$ cat config.mk
export PLATFORM = sky130hd
export DESIGN_NAME = asct_ctrl
export DESIGN_NICKNAME = d
export VERILOG_FILES = /design/src/core/asct_pkg.sv /design/src/core/asct_lane_io.sv /design/src/core/asct_ctrl.sv
export SDC_FILE = /design/constraint.sdc
export NUM_CORES = 1
export LEC_CHECK = 0
export ABC_AREA = 0
export BUFFER_PORTS_ARGS = -buffer_cell sky130_fd_sc_hd__buf_4
export CORE_ASPECT_RATIO = 0.6
export CORE_MARGIN = 5
export CORE_UTILIZATION = 45
export CTS_CLUSTER_DIAMETER = 120
export DETAILED_ROUTE_END_ITERATION = 10
export PLACE_DENSITY = 0.82
export REMOVE_ABC_BUFFERS = 1
export SLEW_MARGIN = 30
export SYNTH_ARGS = -nofsm -noshare
export SYNTH_HDL_FRONTEND = slang
export SYNTH_SLANG_ARGS = --single-unit
export TNS_END_PERCENT = 50
$ cat constraint.sdc
create_clock -name clk_sys -period 2.1 [get_ports clk_sys]
set_input_delay 0 -clock clk_sys [delete_from_list [all_inputs] [get_ports clk_sys]]
set_output_delay 0 -clock clk_sys [all_outputs]
set_load 0.02 [all_outputs]
$ cat src/core/asct_pkg.sv
package asct_pkg;
   // Bus geometry
   localparam int ADDR_W = 20;
   localparam int DATA_W = 16;
   localparam int LANES  = 2;

   // Clock period in picoseconds (40 MHz)
   localparam int CLK_PS = 25000;

   // Timing figures in picoseconds, fast grade then slow grade
   localparam int ADDR_ACCESS_DELAY_F_PS   = 45000;
   localparam int ADDR_ACCESS_DELAY_S_PS   = 55000;
   localparam int SELECT_ACCESS_DELAY_F_PS = 45000;
   localparam int SELECT_ACCESS_DELAY_S_PS = 55000;
   localparam int OUTPUT_DRIVE_DELAY_F_PS  = 22000;
   localparam int OUTPUT_DRIVE_DELAY_S_PS  = 25000;
   localparam int LANE_ACCESS_DELAY_F_PS   = 45000;
   localparam int LANE_ACCESS_DELAY_S_PS   = 55000;
   localparam int ADDR_SETUP_TO_END_F_PS   = 35000;
   localparam int ADDR_SETUP_TO_END_S_PS   = 40000;
   localparam int LANE_ACTIVE_TO_END_F_PS  = 35000;
   localparam int LANE_ACTIVE_TO_END_S_PS  = 40000;
   localparam int WDATA_SETUP_PS           = 25000;
   localparam int STROBE_LOW_TO_FLOAT_F_PS = 18000;
   localparam int STROBE_LOW_TO_FLOAT_S_PS = 20000;
   localparam int ADDR_SETUP_TO_START_PS   = 0;
   localparam int ADDR_HOLD_AFTER_END_PS   = 0;
   localparam int WDATA_HOLD_PS            = 0;
   localparam int ADDR_CHANGE_HOLD_PS      = 10000;

   // Round a least time up, never below one cycle
   function automatic int asct_cyc_min(input int ps);
      int c;
      c = (ps + CLK_PS - 1) / CLK_PS;
      return (c < 1) ? 1 : c;
   endfunction : asct_cyc_min

   // Read sample point: longest of address, select, lane and output access
   localparam int RD_F_PS = ADDR_ACCESS_DELAY_F_PS;
   localparam int RD_S_PS = ADDR_ACCESS_DELAY_S_PS;
   // Plus one cycle so the edge that samples lies strictly after the delay
   localparam int RD_CYC_F = asct_cyc_min(RD_F_PS) + 1;
   localparam int RD_CYC_S = asct_cyc_min(RD_S_PS) + 1;

   // Write pulse: max of addr/lane setup to end and float plus data setup
   localparam int WR_F_PS = (ADDR_SETUP_TO_END_F_PS > STROBE_LOW_TO_FLOAT_F_PS + WDATA_SETUP_PS)
                            ? ADDR_SETUP_TO_END_F_PS : STROBE_LOW_TO_FLOAT_F_PS + WDATA_SETUP_PS;
   localparam int WR_S_PS = (ADDR_SETUP_TO_END_S_PS > STROBE_LOW_TO_FLOAT_S_PS + WDATA_SETUP_PS)
                            ? ADDR_SETUP_TO_END_S_PS : STROBE_LOW_TO_FLOAT_S_PS + WDATA_SETUP_PS;
   localparam int WR_CYC_F = asct_cyc_min(WR_F_PS);
   localparam int WR_CYC_S = asct_cyc_min(WR_S_PS);

   // Counter width
   localparam int CNT_W = 4;

   typedef enum logic [1:0] {
      ASCT_IDLE,
      ASCT_READ,
      ASCT_WRITE,
      ASCT_RECOVER
   } asct_state_type;
endpackage : asct_pkg

$ cat src/core/asct_lane_io.sv
`timescale 1ns/1ps
`default_nettype none
// Per-lane data pin driver and read capture
module asct_lane_io
   import asct_pkg::*;
#(
   parameter int LANE_W = 8
) (
   // Clock and reset
   input  wire logic              clk_sys,
   input  wire logic              rst_n,
   // Control
   input  wire logic              drive_en,
   input  wire logic              capture,
   input  wire logic [LANE_W-1:0] wr_byte,
   // Pins
   input  wire logic [LANE_W-1:0] pin_in,
   output logic      [LANE_W-1:0] pin_out,
   output logic                   pin_oe,
   // Captured byte
   output logic      [LANE_W-1:0] rd_byte
);
   typedef struct packed {
      logic [LANE_W-1:0] dout;
      logic              oe;
      logic [LANE_W-1:0] din;
   } asct_lane_type;

   asct_lane_type st_ff, nxt_st;

   // Output enable follows the owner's drive request from a flop
   always_comb begin
      nxt_st      = st_ff;
      nxt_st.oe   = drive_en;
      nxt_st.dout = wr_byte;
      if (capture) begin
         nxt_st.din = pin_in;
      end
   end

   // One register stage; reset leaves the lane undriven
   always_ff @(posedge clk_sys) begin
      if (!rst_n) begin
         st_ff <= '0;
      end else begin
         st_ff <= nxt_st;
      end
   end

   assign pin_out = st_ff.dout;
   assign pin_oe  = st_ff.oe;
   assign rd_byte = st_ff.din;
endmodule : asct_lane_io
`default_nettype wire

$ cat src/core/asct_ctrl.sv
`timescale 1ns/1ps
`default_nettype none

// One access at a time: a read or a write is taken only from idle, and the
// memory is left deselected in between, so it drops into standby on its own.
// Writes end on the strobe alone; address, data, selects and lanes stay put
// for one more cycle, so every zero hold figure is met by a whole period.
// Reads sample at a fixed count worked out for the slowest access path of
// the grade; a quicker path gains nothing, but no answer from the memory is
// needed, and it has none.
// Read to read spacing is the sample count plus two cycles; a write is
// followed by its next take after the pulse count plus two.
// The error flag of a read is captured with the data at the same edge.
// Limitation: no page mode and no write ended by the selects or lanes.
module asct_ctrl
   import asct_pkg::*;
#(
   parameter bit SLOW_GRADE = 1'b0
) (
   // Clock and reset
   input  wire logic              clk_sys,
   input  wire logic              rst_n,
   // User request
   input  wire logic              req_valid,
   output logic                   req_ready,
   input  wire logic              req_write,
   input  wire logic [ADDR_W-1:0] req_addr,
   input  wire logic [DATA_W-1:0] req_wdata,
   input  wire logic [LANES-1:0]  req_lane_en,
   // User answer
   output logic                   rsp_valid,
   output logic      [DATA_W-1:0] rsp_rdata,
   output logic                   rsp_err,
   // Memory pins
   output logic      [ADDR_W-1:0] mem_addr,
   output logic                   select_low_n,
   output logic                   select_high,
   output logic                   write_strobe_n,
   output logic                   output_en_n,
   output logic                   upper_lane_sel_n,
   output logic                   lower_lane_sel_n,
   input  wire logic [DATA_W-1:0] mem_data_in,
   output logic      [DATA_W-1:0] mem_data_out,
   output logic      [LANES-1:0]  mem_data_oe,
   input  wire logic              mem_err_in
);
   // Lane width; each lane has its own select and data driver
   localparam int LANE_W = DATA_W / LANES;

   // Grade chosen at build time, figures rounded up to whole cycles
   // Reads wait one cycle past the rounded delay so the sample edge lies beyond it
   localparam logic [CNT_W-1:0] RD_CYC = CNT_W'(SLOW_GRADE ? RD_CYC_S : RD_CYC_F);
   localparam logic [CNT_W-1:0] WR_CYC = CNT_W'(SLOW_GRADE ? WR_CYC_S : WR_CYC_F);

   // Whole controller state, registered as one record
   typedef struct packed {
      asct_state_type    state;
      logic [CNT_W-1:0]  cnt;
      logic [ADDR_W-1:0] addr;
      logic [DATA_W-1:0] wdata;
      logic [LANES-1:0]  lane;
      logic              sel;
      logic              we;
      logic              oe;
      logic              drive;
      logic              rsp;
      logic              err;
   } asct_ctrl_type;

   // Registered state, its next value and the one-cycle read capture strobe
   asct_ctrl_type st_ff, nxt_st;
   logic          capture;

   // Sequencer: one access at a time, always ends deselected
   always_comb begin
      nxt_st     = st_ff;
      // Defaults: the answer pulse lasts one cycle, no capture
      nxt_st.rsp = 1'b0;
      capture    = 1'b0;
      case (st_ff.state)
         // Idle: drop selects and lanes so the memory sits in standby
         ASCT_IDLE: begin
            nxt_st.sel   = 1'b0;
            nxt_st.lane  = '0;
            nxt_st.we    = 1'b0;
            nxt_st.oe    = 1'b0;
            nxt_st.drive = 1'b0;
            // A request with no lane enabled is ignored and never taken
            if (req_valid && (req_lane_en != '0)) begin
               // Address, selects and lanes rise together; strobe is low from the
               // same edge, zero setup is allowed
               nxt_st.addr  = req_addr;
               nxt_st.wdata = req_wdata;
               nxt_st.lane  = req_lane_en;
               nxt_st.sel   = 1'b1;
               nxt_st.cnt   = '0;
               if (req_write) begin
                  // Data drivers come on with the strobe while output enable stays high
                  nxt_st.we    = 1'b1;
                  nxt_st.drive = 1'b1;
                  nxt_st.state = ASCT_WRITE;
               end else begin
                  nxt_st.oe    = 1'b1;
                  nxt_st.state = ASCT_READ;
               end
            end
         end

         // Read: output enable low, count up to the sample edge
         ASCT_READ: begin
            // Count starts from zero at the take edge
            nxt_st.cnt = st_ff.cnt + 1'b1;
            // Longest access delay has passed before this sample edge
            if (st_ff.cnt == RD_CYC - 1'b1) begin
               capture     = 1'b1;
               nxt_st.err  = mem_err_in;
               nxt_st.rsp  = 1'b1;
               // Release output enable, selects and lanes at the sample edge
               nxt_st.oe   = 1'b0;
               nxt_st.sel  = 1'b0;
               nxt_st.lane = '0;
               nxt_st.state = ASCT_RECOVER;
            end
         end

         // Write: strobe low for the rounded pulse length
         ASCT_WRITE: begin
            nxt_st.cnt = st_ff.cnt + 1'b1;
            // Strobe alone ends the write; address, data and lanes stay put at
            // that edge so hold figures of zero are met with a full cycle
            if (st_ff.cnt == WR_CYC - 1'b1) begin
               nxt_st.we  = 1'b0;
               nxt_st.rsp = 1'b1;
               nxt_st.state = ASCT_RECOVER;
            end
         end

         // Recover: address and data still held for one cycle
         ASCT_RECOVER: begin
            // One idle cycle: data drivers, selects and lanes released after write end; address stays
            nxt_st.drive = 1'b0;
            nxt_st.sel   = 1'b0;
            nxt_st.lane  = '0;
            nxt_st.state = ASCT_IDLE;
         end

         // Unused state code falls back to idle
         default: begin
            nxt_st.state = ASCT_IDLE;
         end
      endcase
   end

   // State register; reset leaves every pin inactive and the data bus undriven
   // Reset is synchronous, so a request may follow in the cycle after release
   always_ff @(posedge clk_sys) begin
      if (!rst_n) begin
         st_ff <= '{state: ASCT_IDLE, default: '0};
      end else begin
         st_ff <= nxt_st;
      end
   end

   // Data pins per lane; drive only while writing, never while reading
   // Enables come from the next state, so the pins switch at the same edge
   // as strobe and selects and never overlap the memory's own drive
   // Capture is shared; disabled lanes take in floating pins, masked by the user
   genvar g;
   generate
      for (g = 0; g < LANES; g++) begin : g_lane
         asct_lane_io #(.LANE_W(LANE_W)) u_lane (
            .clk_sys (clk_sys),
            .rst_n   (rst_n),
            .drive_en(nxt_st.drive && nxt_st.lane[g] && !nxt_st.oe),
            .capture (capture),
            .wr_byte (nxt_st.wdata[g*LANE_W +: LANE_W]),
            .pin_in  (mem_data_in[g*LANE_W +: LANE_W]),
            .pin_out (mem_data_out[g*LANE_W +: LANE_W]),
            .pin_oe  (mem_data_oe[g]),
            .rd_byte (rsp_rdata[g*LANE_W +: LANE_W])
         );
      end
   endgenerate

   // Address stands from the take until the next request
   assign mem_addr         = st_ff.addr;

   // Pin outputs from flops; select pair encodes one effective select
   assign select_low_n     = ~st_ff.sel;
   assign select_high      = st_ff.sel;

   // Strobe, output enable and lane selects are all active low
   assign write_strobe_n   = ~st_ff.we;
   assign output_en_n      = ~st_ff.oe;
   assign lower_lane_sel_n = ~st_ff.lane[0];
   assign upper_lane_sel_n = ~st_ff.lane[1];

   // User side: ready only while idle, answer and flag from flops
   assign req_ready        = (st_ff.state == ASCT_IDLE);
   assign rsp_valid        = st_ff.rsp;
   assign rsp_err          = st_ff.err;
endmodule : asct_ctrl
`default_nettype wire

==> results.json, run 1 <==
{
  "outcome": "completed",
  "grt_pass1_vias": 2842,
  "clockBufferDepth": 2,
  "path_cells": "inv_1 > ha_1 > o211ai_1 > buf_4 > nand2_1 > a21boi_0",
  "slew_viol_final": 0,
  "cp-start-kind": "flop",
  "crit_family": "buffers and inverters",
  "criticalPathCategory": "flop to flop",
  "critPathCaptureType": "flop",
  "netlist_area_um2": 3050,
  "slowest_delay_ns": 0.43,
  "grt_usage_pct": 20.1,
  "grt_pass1_wl_mm": 13.4,
  "crit_required_ns": 2.34,
  "post_drt_wl_per_cell_um": 14.0,
  "report.final.setup_viol": 0,
  "yosysSeqAreaShare_pct": 44.7,
  "drcViolationCount": 0,
  "ys.flop_type": "dfxtp_1",
  "cts-root-buf": "clkbuf_16",
  "power_density_nw_per_um2": 913,
  "ys_types": 31,
  "initial_core_util_pct": 46.0,
  "coreArea_um2": 6620,
  "rsz0062_at_grt": "no",
  "clk_pin_slew_worst_paths_ns": 0.06,
  "gr-total-overflow": 0,
  "crit_slowest_cell": "buf_4",
  "nets": 568,
  "final_antenna_net_count": 0,
  "final_util_pct": 69.7,
  "synth.avg_cell_area_um2": 8.32,
  "final_hold_viol_count": 0,
  "route.met3.wl_um": 736,
  "die_area_um2": 8570,
  "die_x_um": 116,
  "clock-sinks": 68,
  "ys_ff_latch": 68,
  "post-dp-hpwl_mm": 5.40,
  "htreeDepth": 3,
  "vias": 2867,
  "fmax_mhz": 516,
  "grt_max_degree": 37,
  "vias_per_cell": 4.83,
  "wl_mm": 8.30,
  "tightest_slew_ns": 0.565,
  "wl_met2_mm": 3.96,
  "insertedDiodeCount": 0,
  "final_layout_size_suffix_gt1_share_pct": 28.3,
  "fp-row-count": 23,
  "critPathArrivalTime_ns": 2.18,
  "period_share_pct": 92.3,
  "ys_warn_count": 0,
  "synth_edf_count": 0,
  "cp_num_buf_inv": 2,
  "numCtsBuffers": 9,
  "area_growth_pct": 51.4,
  "finalClockSkew_ns": 0.00543,
  "drtPass1Iterations": 4,
  "p_leak_nw": 1.99,
  "io_pins": 122,
  "clock_latency_ns": 0.33,
  "path_max_fanout": 34,
  "maxCapViolations": 0,
  "cts_tree": "yes",
  "ir_drop_v": 0.000677,
  "min_path_type": "primary input to flop",
  "fin_crit_ns": 1.94,
  "synth-async-reset-ratio_pct": 0,
  "drt_iter0_drc": 103,
  "total_power_mw": 4.21,
  "wl_met1_mm": 3.47,
  "gp_congestion": 0.894,
  "postSynthCellCount": 366,
  "numPortBuffers": 121,
  "slew_headroom_pct": 62.2,
  "fp.dieH_um": 73.7,
  "maxUsedRoutingLayer": "met4",
  "antenna_found_initial": 0
}
==> path summary, 6_finish.rpt <==
| check | startpoint | endpoint | slack (ns) | cells after the start |
|---|---|---|---|---|
| hold reg to reg | g_lane[0].u_lane.rd_byte[7]$_SDFFE_PN0P_ | g_lane[0].u_lane.rd_byte[7]$_SDFFE_PN0P_ | 0.46 | 2 |
| setup reg to reg | st_ff[48]$_SDFFE_PN0P_ | mem_addr[19]$_SDFFE_PN0P_ | 0.16 | 6 |
| setup / recovery | st_ff[48]$_SDFFE_PN0P_ | mem_addr[19]$_SDFFE_PN0P_ | 0.16 | 6 |
| hold / removal | req_write | st_ff[3]$_SDFF_PN0_ | 0.04 | 3 |
==> worst min-delay path: stages <==
cell	delay, ns
buf_4	0.10
o32ai_1	0.07
and2_1	0.15
==> per-stage QoR <==
step	hold slack, ns	TNS, ns	instance area (um^2)	setup WS, ns	instances
after floorplan	0.122	-1.22	2680	-0.293	308
after global placement	0.262	0	3760	0.303	522
after detailed placement	0.269	0	3760	0.200	522
after CTS	0.0247	0	4610	0.199	593
after global routing	0.0530	0	4610	0.00423	593
final	0.0411	0	4610	0.161	593
==> state kept, by name, summed over array words and instances, names as in the netlist <==
register               count
g_lane.u_lane.pin_oe       2
g_lane.u_lane.rd_byte     16
rsp_err                    1
st_ff                     27
select_high                1
rsp_valid                  1
mem_addr                  20
==> where the power goes <==
| group | leakage [nW] | internal [mW] | switching (mW) |
|---|---|---|---|
| sequential | 0.554 | 1.43 | 0.0793 |
| clock | 0.149 | 0.979 | 0.524 |
| combinational | 1.29 | 0.536 | 0.666 |
| total | 1.99 | 2.94 | 1.27 |
==> per-layer routing <==
layer | vias to the layer above | track usage [%]
met1 | 1321 | 22.5
met3 | 18 | 8.40
met5 | - | 0
met2 | 108 | 35.1
met4 | 0 | 6.44
li1 | 1420 | -
==> cells in the final DEF, fill, tap and decap left out, types with 2 or more instances in the layout <==
| cell type | netlist | routed |
|---|---|---|
| inv_1 | 12 | 12 |
| or3b_1 | 2 | 2 |
| buf_4 | 38 | 126 |
| clkbuf_8 | 0 | 2 |
| a21oi_1 | 5 | 5 |
| o21ai_0 | 6 | 6 |
| clkinv_2 | 0 | 2 |
| o211a_1 | 2 | 2 |
| nand3_1 | 5 | 5 |
| clkbuf_16 | 0 | 9 |
| nand2_1 | 118 | 118 |
| o22ai_1 | 3 | 3 |
| nor2b_1 | 3 | 3 |
| o211ai_1 | 2 | 2 |
| dfxtp_1 | 68 | 68 |
| nor2_1 | 2 | 2 |
| mux2i_1 | 2 | 2 |
| and2_1 | 4 | 4 |
| ha_1 | 8 | 8 |
| a21boi_0 | 55 | 55 |
| dlygate4sd3_1 | 0 | 55 |
==> cells in the mapped netlist, types with 2 or more instances <==
| cell type | instances | area, um^2 |
|---|---|---|
| a21boi_0 | 55 | 413 |
| a21oi_1 | 5 | 25.0 |
| and2_1 | 4 | 25.0 |
| buf_2 | 3 | 15.0 |
| buf_4 | 38 | 285 |
| clkbuf_1 | 16 | 60.1 |
| dfxtp_1 | 68 | 1360 |
| ha_1 | 8 | 100 |
| inv_1 | 12 | 45.0 |
| mux2i_1 | 2 | 20.0 |
| nand2_1 | 118 | 443 |
| nand3_1 | 5 | 25.0 |
| nor2_1 | 2 | 7.51 |
| nor2b_1 | 3 | 18.8 |
| o211a_1 | 2 | 20.0 |
| o211ai_1 | 2 | 15.0 |
| o21ai_0 | 6 | 30.0 |
| o22ai_1 | 3 | 18.8 |
| or3b_1 | 2 | 17.5 |
==> logic make-up (layout without fill, tap and decap cells) <==
kind of cell,count (synthesis),after routing,synth area share (%)
AND/OR/NAND/NOR,139,139,19.1
buffers and inverters,70,210,13.4
flip-flops,68,68,44.7
adder cells (fa/ha/maj),8,8,3.29
AO/OA/AOI/OAI,79,79,18.9
multiplexers,2,2,0.657
==> layout make-up <==
type / instances / area [um^2]
fillers: 504 / 2010
inverters: 12 / 45.0
clock inverters: 4 / 47.5
repair buffers: 182 / 1520
multi-input cells: 228 / 1270
clock buffers: 12 / 256
well taps: 87 / 109
flip-flops and latches: 68 / 1360
==> repair_timing <==
| action | CTS | global route |
|---|---|---|
| setup buffers | 0 | 0 |
| endpoints found under the hold margin | 55 | 0 |
| gates resized for setup | 0 | 0 |
| hold buffers | 55 | 0 |
(Power assumes the default switching activity.)
==> run 2: changes to the inputs <==
--- a/config.mk
+++ b/config.mk
@@ -9,10 +9,10 @@
 export BUFFER_PORTS_ARGS = -buffer_cell sky130_fd_sc_hd__buf_4
 export CORE_ASPECT_RATIO = 0.6
 export CORE_MARGIN = 5
-export CORE_UTILIZATION = 45
+export CORE_UTILIZATION = 44
 export CTS_CLUSTER_DIAMETER = 120
 export DETAILED_ROUTE_END_ITERATION = 10
-export PLACE_DENSITY = 0.82
+export PLACE_DENSITY = 0.84
 export REMOVE_ABC_BUFFERS = 1
 export SLEW_MARGIN = 30
 export SYNTH_ARGS = -nofsm -noshare
==> constraint.sdc (replaced) <==
create_clock -name clk_sys -period 1.6 [get_ports clk_sys]
set_input_delay 0 -clock clk_sys [delete_from_list [all_inputs] [get_ports clk_sys]]
set_output_delay 0 -clock clk_sys [all_outputs]
set_load 0.02 [all_outputs]
==> run 2 against run 1 <==
The run now ends with negative setup slack left; routed wire length rose by 8.3%; combinational power rose by 71%; global-route usage rose by 0.58 points; count of clock-buffer cells in the layout fell by 1; clock power rose by 52%; fmax rose by 11%; via count rose by 2.5%; sequential share of layout area fell by 2.0 points; largest cell class unchanged; flip-flop and latch count did not move; critical endpoint is now st_ff[48]$_SDFFE_PN0P_; die area rose by 2.0%; utilization rose by 4.6 points.
==> results.json, run 2 (same netlist as run 1, synthesis figures left out) <==
{
  "slew_viol_final": 0,
  "ir_drop_v": 0.000609,
  "fin_cells": 615,
  "grt_pass1_vias": 2906,
  "cp-start-kind": "flop",
  "nets": 590,
  "fin_tns_setup_ns": -0.450,
  "final_hold_viol_count": 0,
  "tightest_slew_ns": 0.560,
  "numPortBuffers": 121,
  "fmax_mhz": 572,
  "largest_reg_flops": 27,
  "report.final.setup_viol": 5,
  "grt_max_degree": 38,
  "vias_per_cell": 4.78,
  "finalClockSkew_ns": 0.00785,
  "antenna_found_initial": 0,
  "rr_worst_depth": 6,
  "clock-sinks": 68,
  "initial_core_util_pct": 45.4,
  "min_from": "req_write",
  "io_pins": 122,
  "whs_path_depth": 3,
  "fp.dieH_um": 74.4,
  "die_x_um": 117,
  "clockBufferDepth": 2,
  "grt_usage_pct": 20.7,
  "rsz0062_at_grt": "yes",
  "min_to": "st_ff[48]$_SDFFE_PN0P_",
  "coreArea_um2": 6710,
  "slew_headroom_pct": 62.2,
  "drcViolationCount": 0,
  "area_growth_pct": 63.4,
  "layout_setup_ws_ns": -0.149,
  "critPathArrivalTime_ns": 1.97,
  "clk_pin_slew_worst_paths_ns": 0.06,
  "final_layout_size_suffix_gt1_share_pct": 34.8,
  "die_area_um2": 8740,
  "period_share_pct": 109,
  "final_antenna_net_count": 0,
  "power_density_nw_per_um2": 1270,
  "path_max_fanout": 3,
  "wl_mm": 8.99,
  "fp-row-count": 23,
  "min_path_type": "primary input to flop",
  "ff2ff_setup_slack_ns": -0.15,
  "drt_iter0_drc": 180,
  "post_drt_wl_per_cell_um": 14.6,
  "post-dp-hpwl_mm": 5.71,
  "gp_congestion": 0.875,
  "maxCapViolations": 0,
  "insertedDiodeCount": 0,
  "criticalPathCategory": "flop to flop",
  "critPathCaptureType": "flop",
  "final_common_cell": "buf_4",
  "outcome": "finished, violations left",
  "violations": "negative setup slack",
  "grt_pass1_wl_mm": 14.6,
  "most-common-layout-cells": "buf_4, nand2_1, dfxtp_1, a21boi_0, dlygate4sd3_1",
  "p_leak_nw": 2.16,
  "numCtsBuffers": 9,
  "fillers": 457,
  "fin_crit_ns": 1.75,
  "crit_required_ns": 1.82,
  "drtPass1Iterations": 6,
  "gr-total-overflow": 0,
  "dp.cells": 536,
  "cts_tree": "yes",
  "regMostFlops": "st_ff",
  "clock_latency_ns": 0.32,
  "vias": 2939,
  "timing.rr.start": "st_ff[44]$_SDFFE_PN0P_",
  "worstReg2RegEnd": "st_ff[48]$_SDFFE_PN0P_",
  "htreeDepth": 3,
  "cts-root-buf": "clkbuf_16"
}
run 2: final cells by class:
cell class	count	area (um^2)	share of cell area, %
clock buffers	11	243	4.88
clock inverters	5	108	2.16
inverters	12	50.0	1.01
multi-input cells	228	1380	27.7
flip-flops and latches	68	1370	27.5
well taps	87	109	2.19
repair buffers	204	1720	34.5
run 2: layer usage:
metal | up-vias | track usage [%] | share of wire, % | wire length (um)
met5 | - | 0 | 0 | 0
met1 | 1322 | 25.3 | 42 | 3810
met2 | 130 | 34.8 | 48 | 4280
met3 | 17 | 8.21 | 8.0 | 717
li1 | 1470 | - | - | -
met4 | 0 | 5.28 | 2.0 | 179
run 2: timing repair:
action,CTS,global route
resized for setup,22,14
hold endpoints to repair,55,0
endpoints found under the setup margin,14,39
hold buffers,55,0
buffers inserted,3,5
pin swaps,3,8
cloned,0,1
run 2: worst max-delay path by stage:
stage	from	end	slack [ns]	cells past startpoint
4_1_cts	st_ff[44]$_SDFFE_PN0P_	st_ff[48]$_SDFFE_PN0P_	-0.15	6
5_1_grt	st_ff[44]$_SDFFE_PN0P_	st_ff[48]$_SDFFE_PN0P_	-0.21	6
3_5_place_dp	st_ff[44]$_SDFFE_PN0P_	st_ff[48]$_SDFFE_PN0P_	-0.18	6
2_1_floorplan	st_ff[48]$_SDFFE_PN0P_	g_lane[1].u_lane.pin_oe$_SDFF_PN0_	-0.79	6
3_3_place_gp	st_ff[44]$_SDFFE_PN0P_	st_ff[48]$_SDFFE_PN0P_	-0.11	6
6_report	st_ff[44]$_SDFFE_PN0P_	st_ff[48]$_SDFFE_PN0P_	-0.15	6
run 2: report_power, final:
part	leakage (nW)	internal [mW]	switching, mW
registers	0.555	1.87	0.105
logic	1.43	1.00	1.05
clock network	0.170	1.57	0.704
run 2: through the flow:
step | setup WS, ns | area (um^2) | util [%] | total power [mW] | hold slack, ns
floorplan | -0.793 | 2680 | - | 2.82 | 0.122
global placement | -0.111 | 3890 | 58.0 | 3.59 | 0.261
detailed placement | -0.181 | 3890 | 58.0 | 3.64 | 0.267
CTS | -0.152 | 4890 | 72.9 | 6.16 | 0.0362
global route | -0.208 | 4980 | 74.2 | 6.63 | 0.0476
finish | -0.149 | 4980 | 74.2 | 6.31 | 0.0601
run 2: critical path: stages (launching register included):
cell      delay (ns)
dfxtp_4         0.36
inv_4           0.06
ha_4            0.11
or3b_4          0.37
a222oi_1        0.39
o221ai_1        0.19
o211a_1         0.15
==> run 3: changes to the inputs <==
--- a/config.mk
+++ b/config.mk
@@ -5,16 +5,15 @@
 export SDC_FILE = /design/constraint.sdc
 export NUM_CORES = 1
 export LEC_CHECK = 0
-export ABC_AREA = 0
+export ABC_AREA = 1
 export BUFFER_PORTS_ARGS = -buffer_cell sky130_fd_sc_hd__buf_4
 export CORE_ASPECT_RATIO = 0.6
 export CORE_MARGIN = 5
-export CORE_UTILIZATION = 44
+export CORE_UTILIZATION = 43
 export CTS_CLUSTER_DIAMETER = 120
 export DETAILED_ROUTE_END_ITERATION = 10
-export PLACE_DENSITY = 0.84
+export PLACE_DENSITY = 0.82
 export REMOVE_ABC_BUFFERS = 1
-export SLEW_MARGIN = 30
 export SYNTH_ARGS = -nofsm -noshare
 export SYNTH_HDL_FRONTEND = slang
 export SYNTH_SLANG_ARGS = --single-unit
==> run 3 against run 2 <==
The flow now finishes without violations; final area down 7.6%; routed wire length down 11%; critical path depth up 1; die area up 0.73%; global-route usage down 2.3 points; sequential power up 10%; sequential share of layout area up 2.1 points; count of clock-buffer cells in the layout down 1; power up 10%; register-to-register slack better by 0.23 ns; critical endpoint is now st_ff[49]$_SDFFE_PN0P_; largest power group is now combinational logic.
==> results.json, run 3 <==
{
  "cts-root-buf": "clkbuf_16",
  "fin_area_um2": 4600,
  "ys_ff_latch": 68,
  "clock-sinks": 68,
  "antenna_found_initial": 0,
  "final_antenna_net_count": 0,
  "p_leak_nw": 2.11,
  "switching_share_pct": 32.8,
  "final_hold_viol_count": 0,
  "total_power_mw": 6.96,
  "synth_edf_count": 0,
  "nets": 591,
  "path_cells": "inv_1 > ha_2 > inv_1 > or2_2 > nand2_1 > nor2_1 > nor2_1",
  "crit_required_ns": 1.86,
  "final_common_cell": "buf_4",
  "synth_xor_area_share_pct": 0,
  "ys_top_cells_by_area": "dfxtp_1, nor2_1, buf_4",
  "gp_congestion": 0.863,
  "cts_tree": "yes",
  "ys.flop_type": "dfxtp_1",
  "ir_drop_v": 0.000894,
  "htreeDepth": 3,
  "clkPwrFrac_pct": 34.1,
  "grt_pass1_wl_mm": 13.2,
  "synth_compound_area_share_pct": 13.6,
  "drtPass1Iterations": 5,
  "die_x_um": 118,
  "path_max_fanout": 7,
  "final_layout_size_suffix_gt1_share_pct": 28.9,
  "combPwrFrac_pct": 34.5,
  "maxCapViolations": 0,
  "multi_input_area_um2": 1120,
  "synthMostInstantiatedCell": "nor2_1",
  "crit_family": "simple AND/OR/NAND/NOR gates",
  "report.final.setup_viol": 0,
  "vias_per_cell": 4.61,
  "min_path_type": "primary input to flop",
  "power_switching_mw": 2.28,
  "grt_max_degree": 44,
  "ys_warn_count": 0,
  "clockBufferDepth": 2,
  "seqPwrFrac_pct": 31.3,
  "period_share_pct": 94.6,
  "fillers": 524,
  "outcome": "completed",
  "post-dp-hpwl_mm": 5.37,
  "synth-async-reset-ratio_pct": 0,
  "fmax_mhz": 661,
  "crit_slowest_cell": "ha_2",
  "clock_latency_ns": 0.31,
  "ff2ff_setup_slack_ns": 0.09,
  "slew_viol_final": 0,
  "regMostFlops": "st_ff",
  "insertedDiodeCount": 0,
  "startpoint": "st_ff[49]$_SDFFE_PN0P_",
  "grt_pass1_vias": 2726,
  "fp.dieH_um": 74.7,
  "slowest_delay_ns": 0.42,
  "power_density_nw_per_um2": 1510,
  "internal-power_mw": 4.68,
  "drt_iter0_drc": 206,
  "synth.avg_cell_area_um2": 7.73,
  "drcViolationCount": 0,
  "worstSetupEndpoint": "st_ff[49]$_SDFFE_PN0P_",
  "rr_worst_depth": 7,
  "numPortBuffers": 121,
  "netlist_area_um2": 3000,
  "synth_top_family_by_area": "simple AND/OR/NAND/NOR gates",
  "timing.rr.start": "st_ff[49]$_SDFFE_PN0P_",
  "synthTopCellsByCount": "nor2_1, dfxtp_1, o21ai_0",
  "coreArea_um2": 6730,
  "criticalPathCategory": "flop to flop",
  "worstSetupPathDepth": 7,
  "critPathArrivalTime_ns": 1.77,
  "clk_pin_slew_worst_paths_ns": 0.05,
  "die_area_um2": 8800,
  "critPathCaptureType": "flop",
  "most-common-layout-cells": "buf_4, nor2_1, dfxtp_1, o21ai_0, dlygate4sd3_1",
  "wl_mm": 8.04,
  "fin_crit_ns": 1.51,
  "rsz0062_at_grt": "yes",
  "synthAdderAreaFrac_pct": 3.34,
  "place_area_um2": 3680,
  "finalClockSkew_ns": 0.00417,
  "synthSimpleGateAreaFrac_pct": 20.2,
  "ys_types": 24,
  "cp_num_buf_inv": 2,
  "whs_path_depth": 5,
  "synthMuxAreaShare_pct": 0,
  "yosys.area.top_type": "dfxtp_1",
  "tightest_slew_ns": 0.382,
  "numCtsBuffers": 9,
  "netlist.area_leader.share_pct": 45.4,
  "fp-row-count": 23,
  "area_growth_pct": 53.3,
  "io_pins": 122,
  "yosysSeqAreaShare_pct": 45.4,
  "worstReg2RegEnd": "st_ff[49]$_SDFFE_PN0P_",
  "slew_headroom_pct": 74.6,
  "postSynthCellCount": 388,
  "gr-total-overflow": 0,
  "post_drt_wl_per_cell_um": 13.0,
  "initial_core_util_pct": 44.6,
  "ff_latch_area_um2": 1360,
  "grt_usage_pct": 18.4,
  "cp-start-kind": "flop",
  "vias": 2837,
  "largest_reg_flops": 27
}
run 3: metal layers:
metal  GRT usage [%]  up-vias  part of all wire (%)
met5               0        -                     0
met4            3.69        0                  0.98
met3            6.16        9                   7.3
met2            32.6       97                    49
met1            22.4     1270                    43
li1                -     1461                     -
run 3: what timing repair did:
item,CTS,global route
resized for setup,1,3
hold endpoints to repair,53,1
setup endpoints to repair,1,33
buffers inserted,0,0
hold buffers,53,1
run 3: layout make-up:
class	instances	area share [%]
timing repair buffer	180	32.6
sequential	68	29.6
multi-input combinational	228	24.4
clock buffer	10	4.98
inverter	37	3.13
clock inverter	6	2.97
tap	87	2.37
run 3: through the flow:
step           setup WS [ns]  utilization (%)  std cells  hold WS (ns)  setup TNS [ns]
2_1_floorplan         0.0283                -        333         0.116               0
3_5_place_dp         -0.0297             54.7        546         0.260         -0.0297
5_1_grt              -0.0371             68.3        616        0.0900          -0.152
3_3_place_gp          0.0835             54.7        546         0.248               0
6_report              0.0862             68.3        616        0.0566               0
4_1_cts               0.0234             68.1        615        0.0207               0
run 3: how the worst min path moves through the flow:
stage,slack (ns),endpoint,startpoint
floorplan,0.12,st_ff[6]$_SDFF_PN0_,rst_n
global placement,0.25,st_ff[16]$_SDFFE_PN0P_,req_wdata[8]
finish,0.06,st_ff[6]$_SDFF_PN0_,req_lane_en[0]
detailed placement,0.26,st_ff[20]$_SDFFE_PN0P_,req_wdata[12]
CTS,0.02,mem_addr[17]$_SDFFE_PN0P_,req_addr[17]
global route,0.09,st_ff[7]$_SDFF_PN0_,req_lane_en[1]
run 3: cell families (layout without fill, tap and decap cells):
kind of cell    Yosys count  after routing
compound gates           80             80
buf+inv                  92            233
simple gates            140            140
flops                    68             68
fa+ha+maj                 8              8
run 3: power by group through the flow:
stage          Sequential (mW)  Clock, mW  Combinational, mW
2_1_floorplan             2.47          0               1.09
3_3_place_gp              2.20          0               2.22
3_5_place_dp              2.22          0               2.27
4_1_cts                   2.18       2.43               2.39
5_1_grt                   2.22       2.51               2.67
6_report                  2.18       2.38               2.40
run 3: tightest hold or removal path: stages:
cell and delay, ns:
buf_4 0.09, nand4_1 0.08, nand2_1 0.07, nand2_1 0.05, inv_1 0.04
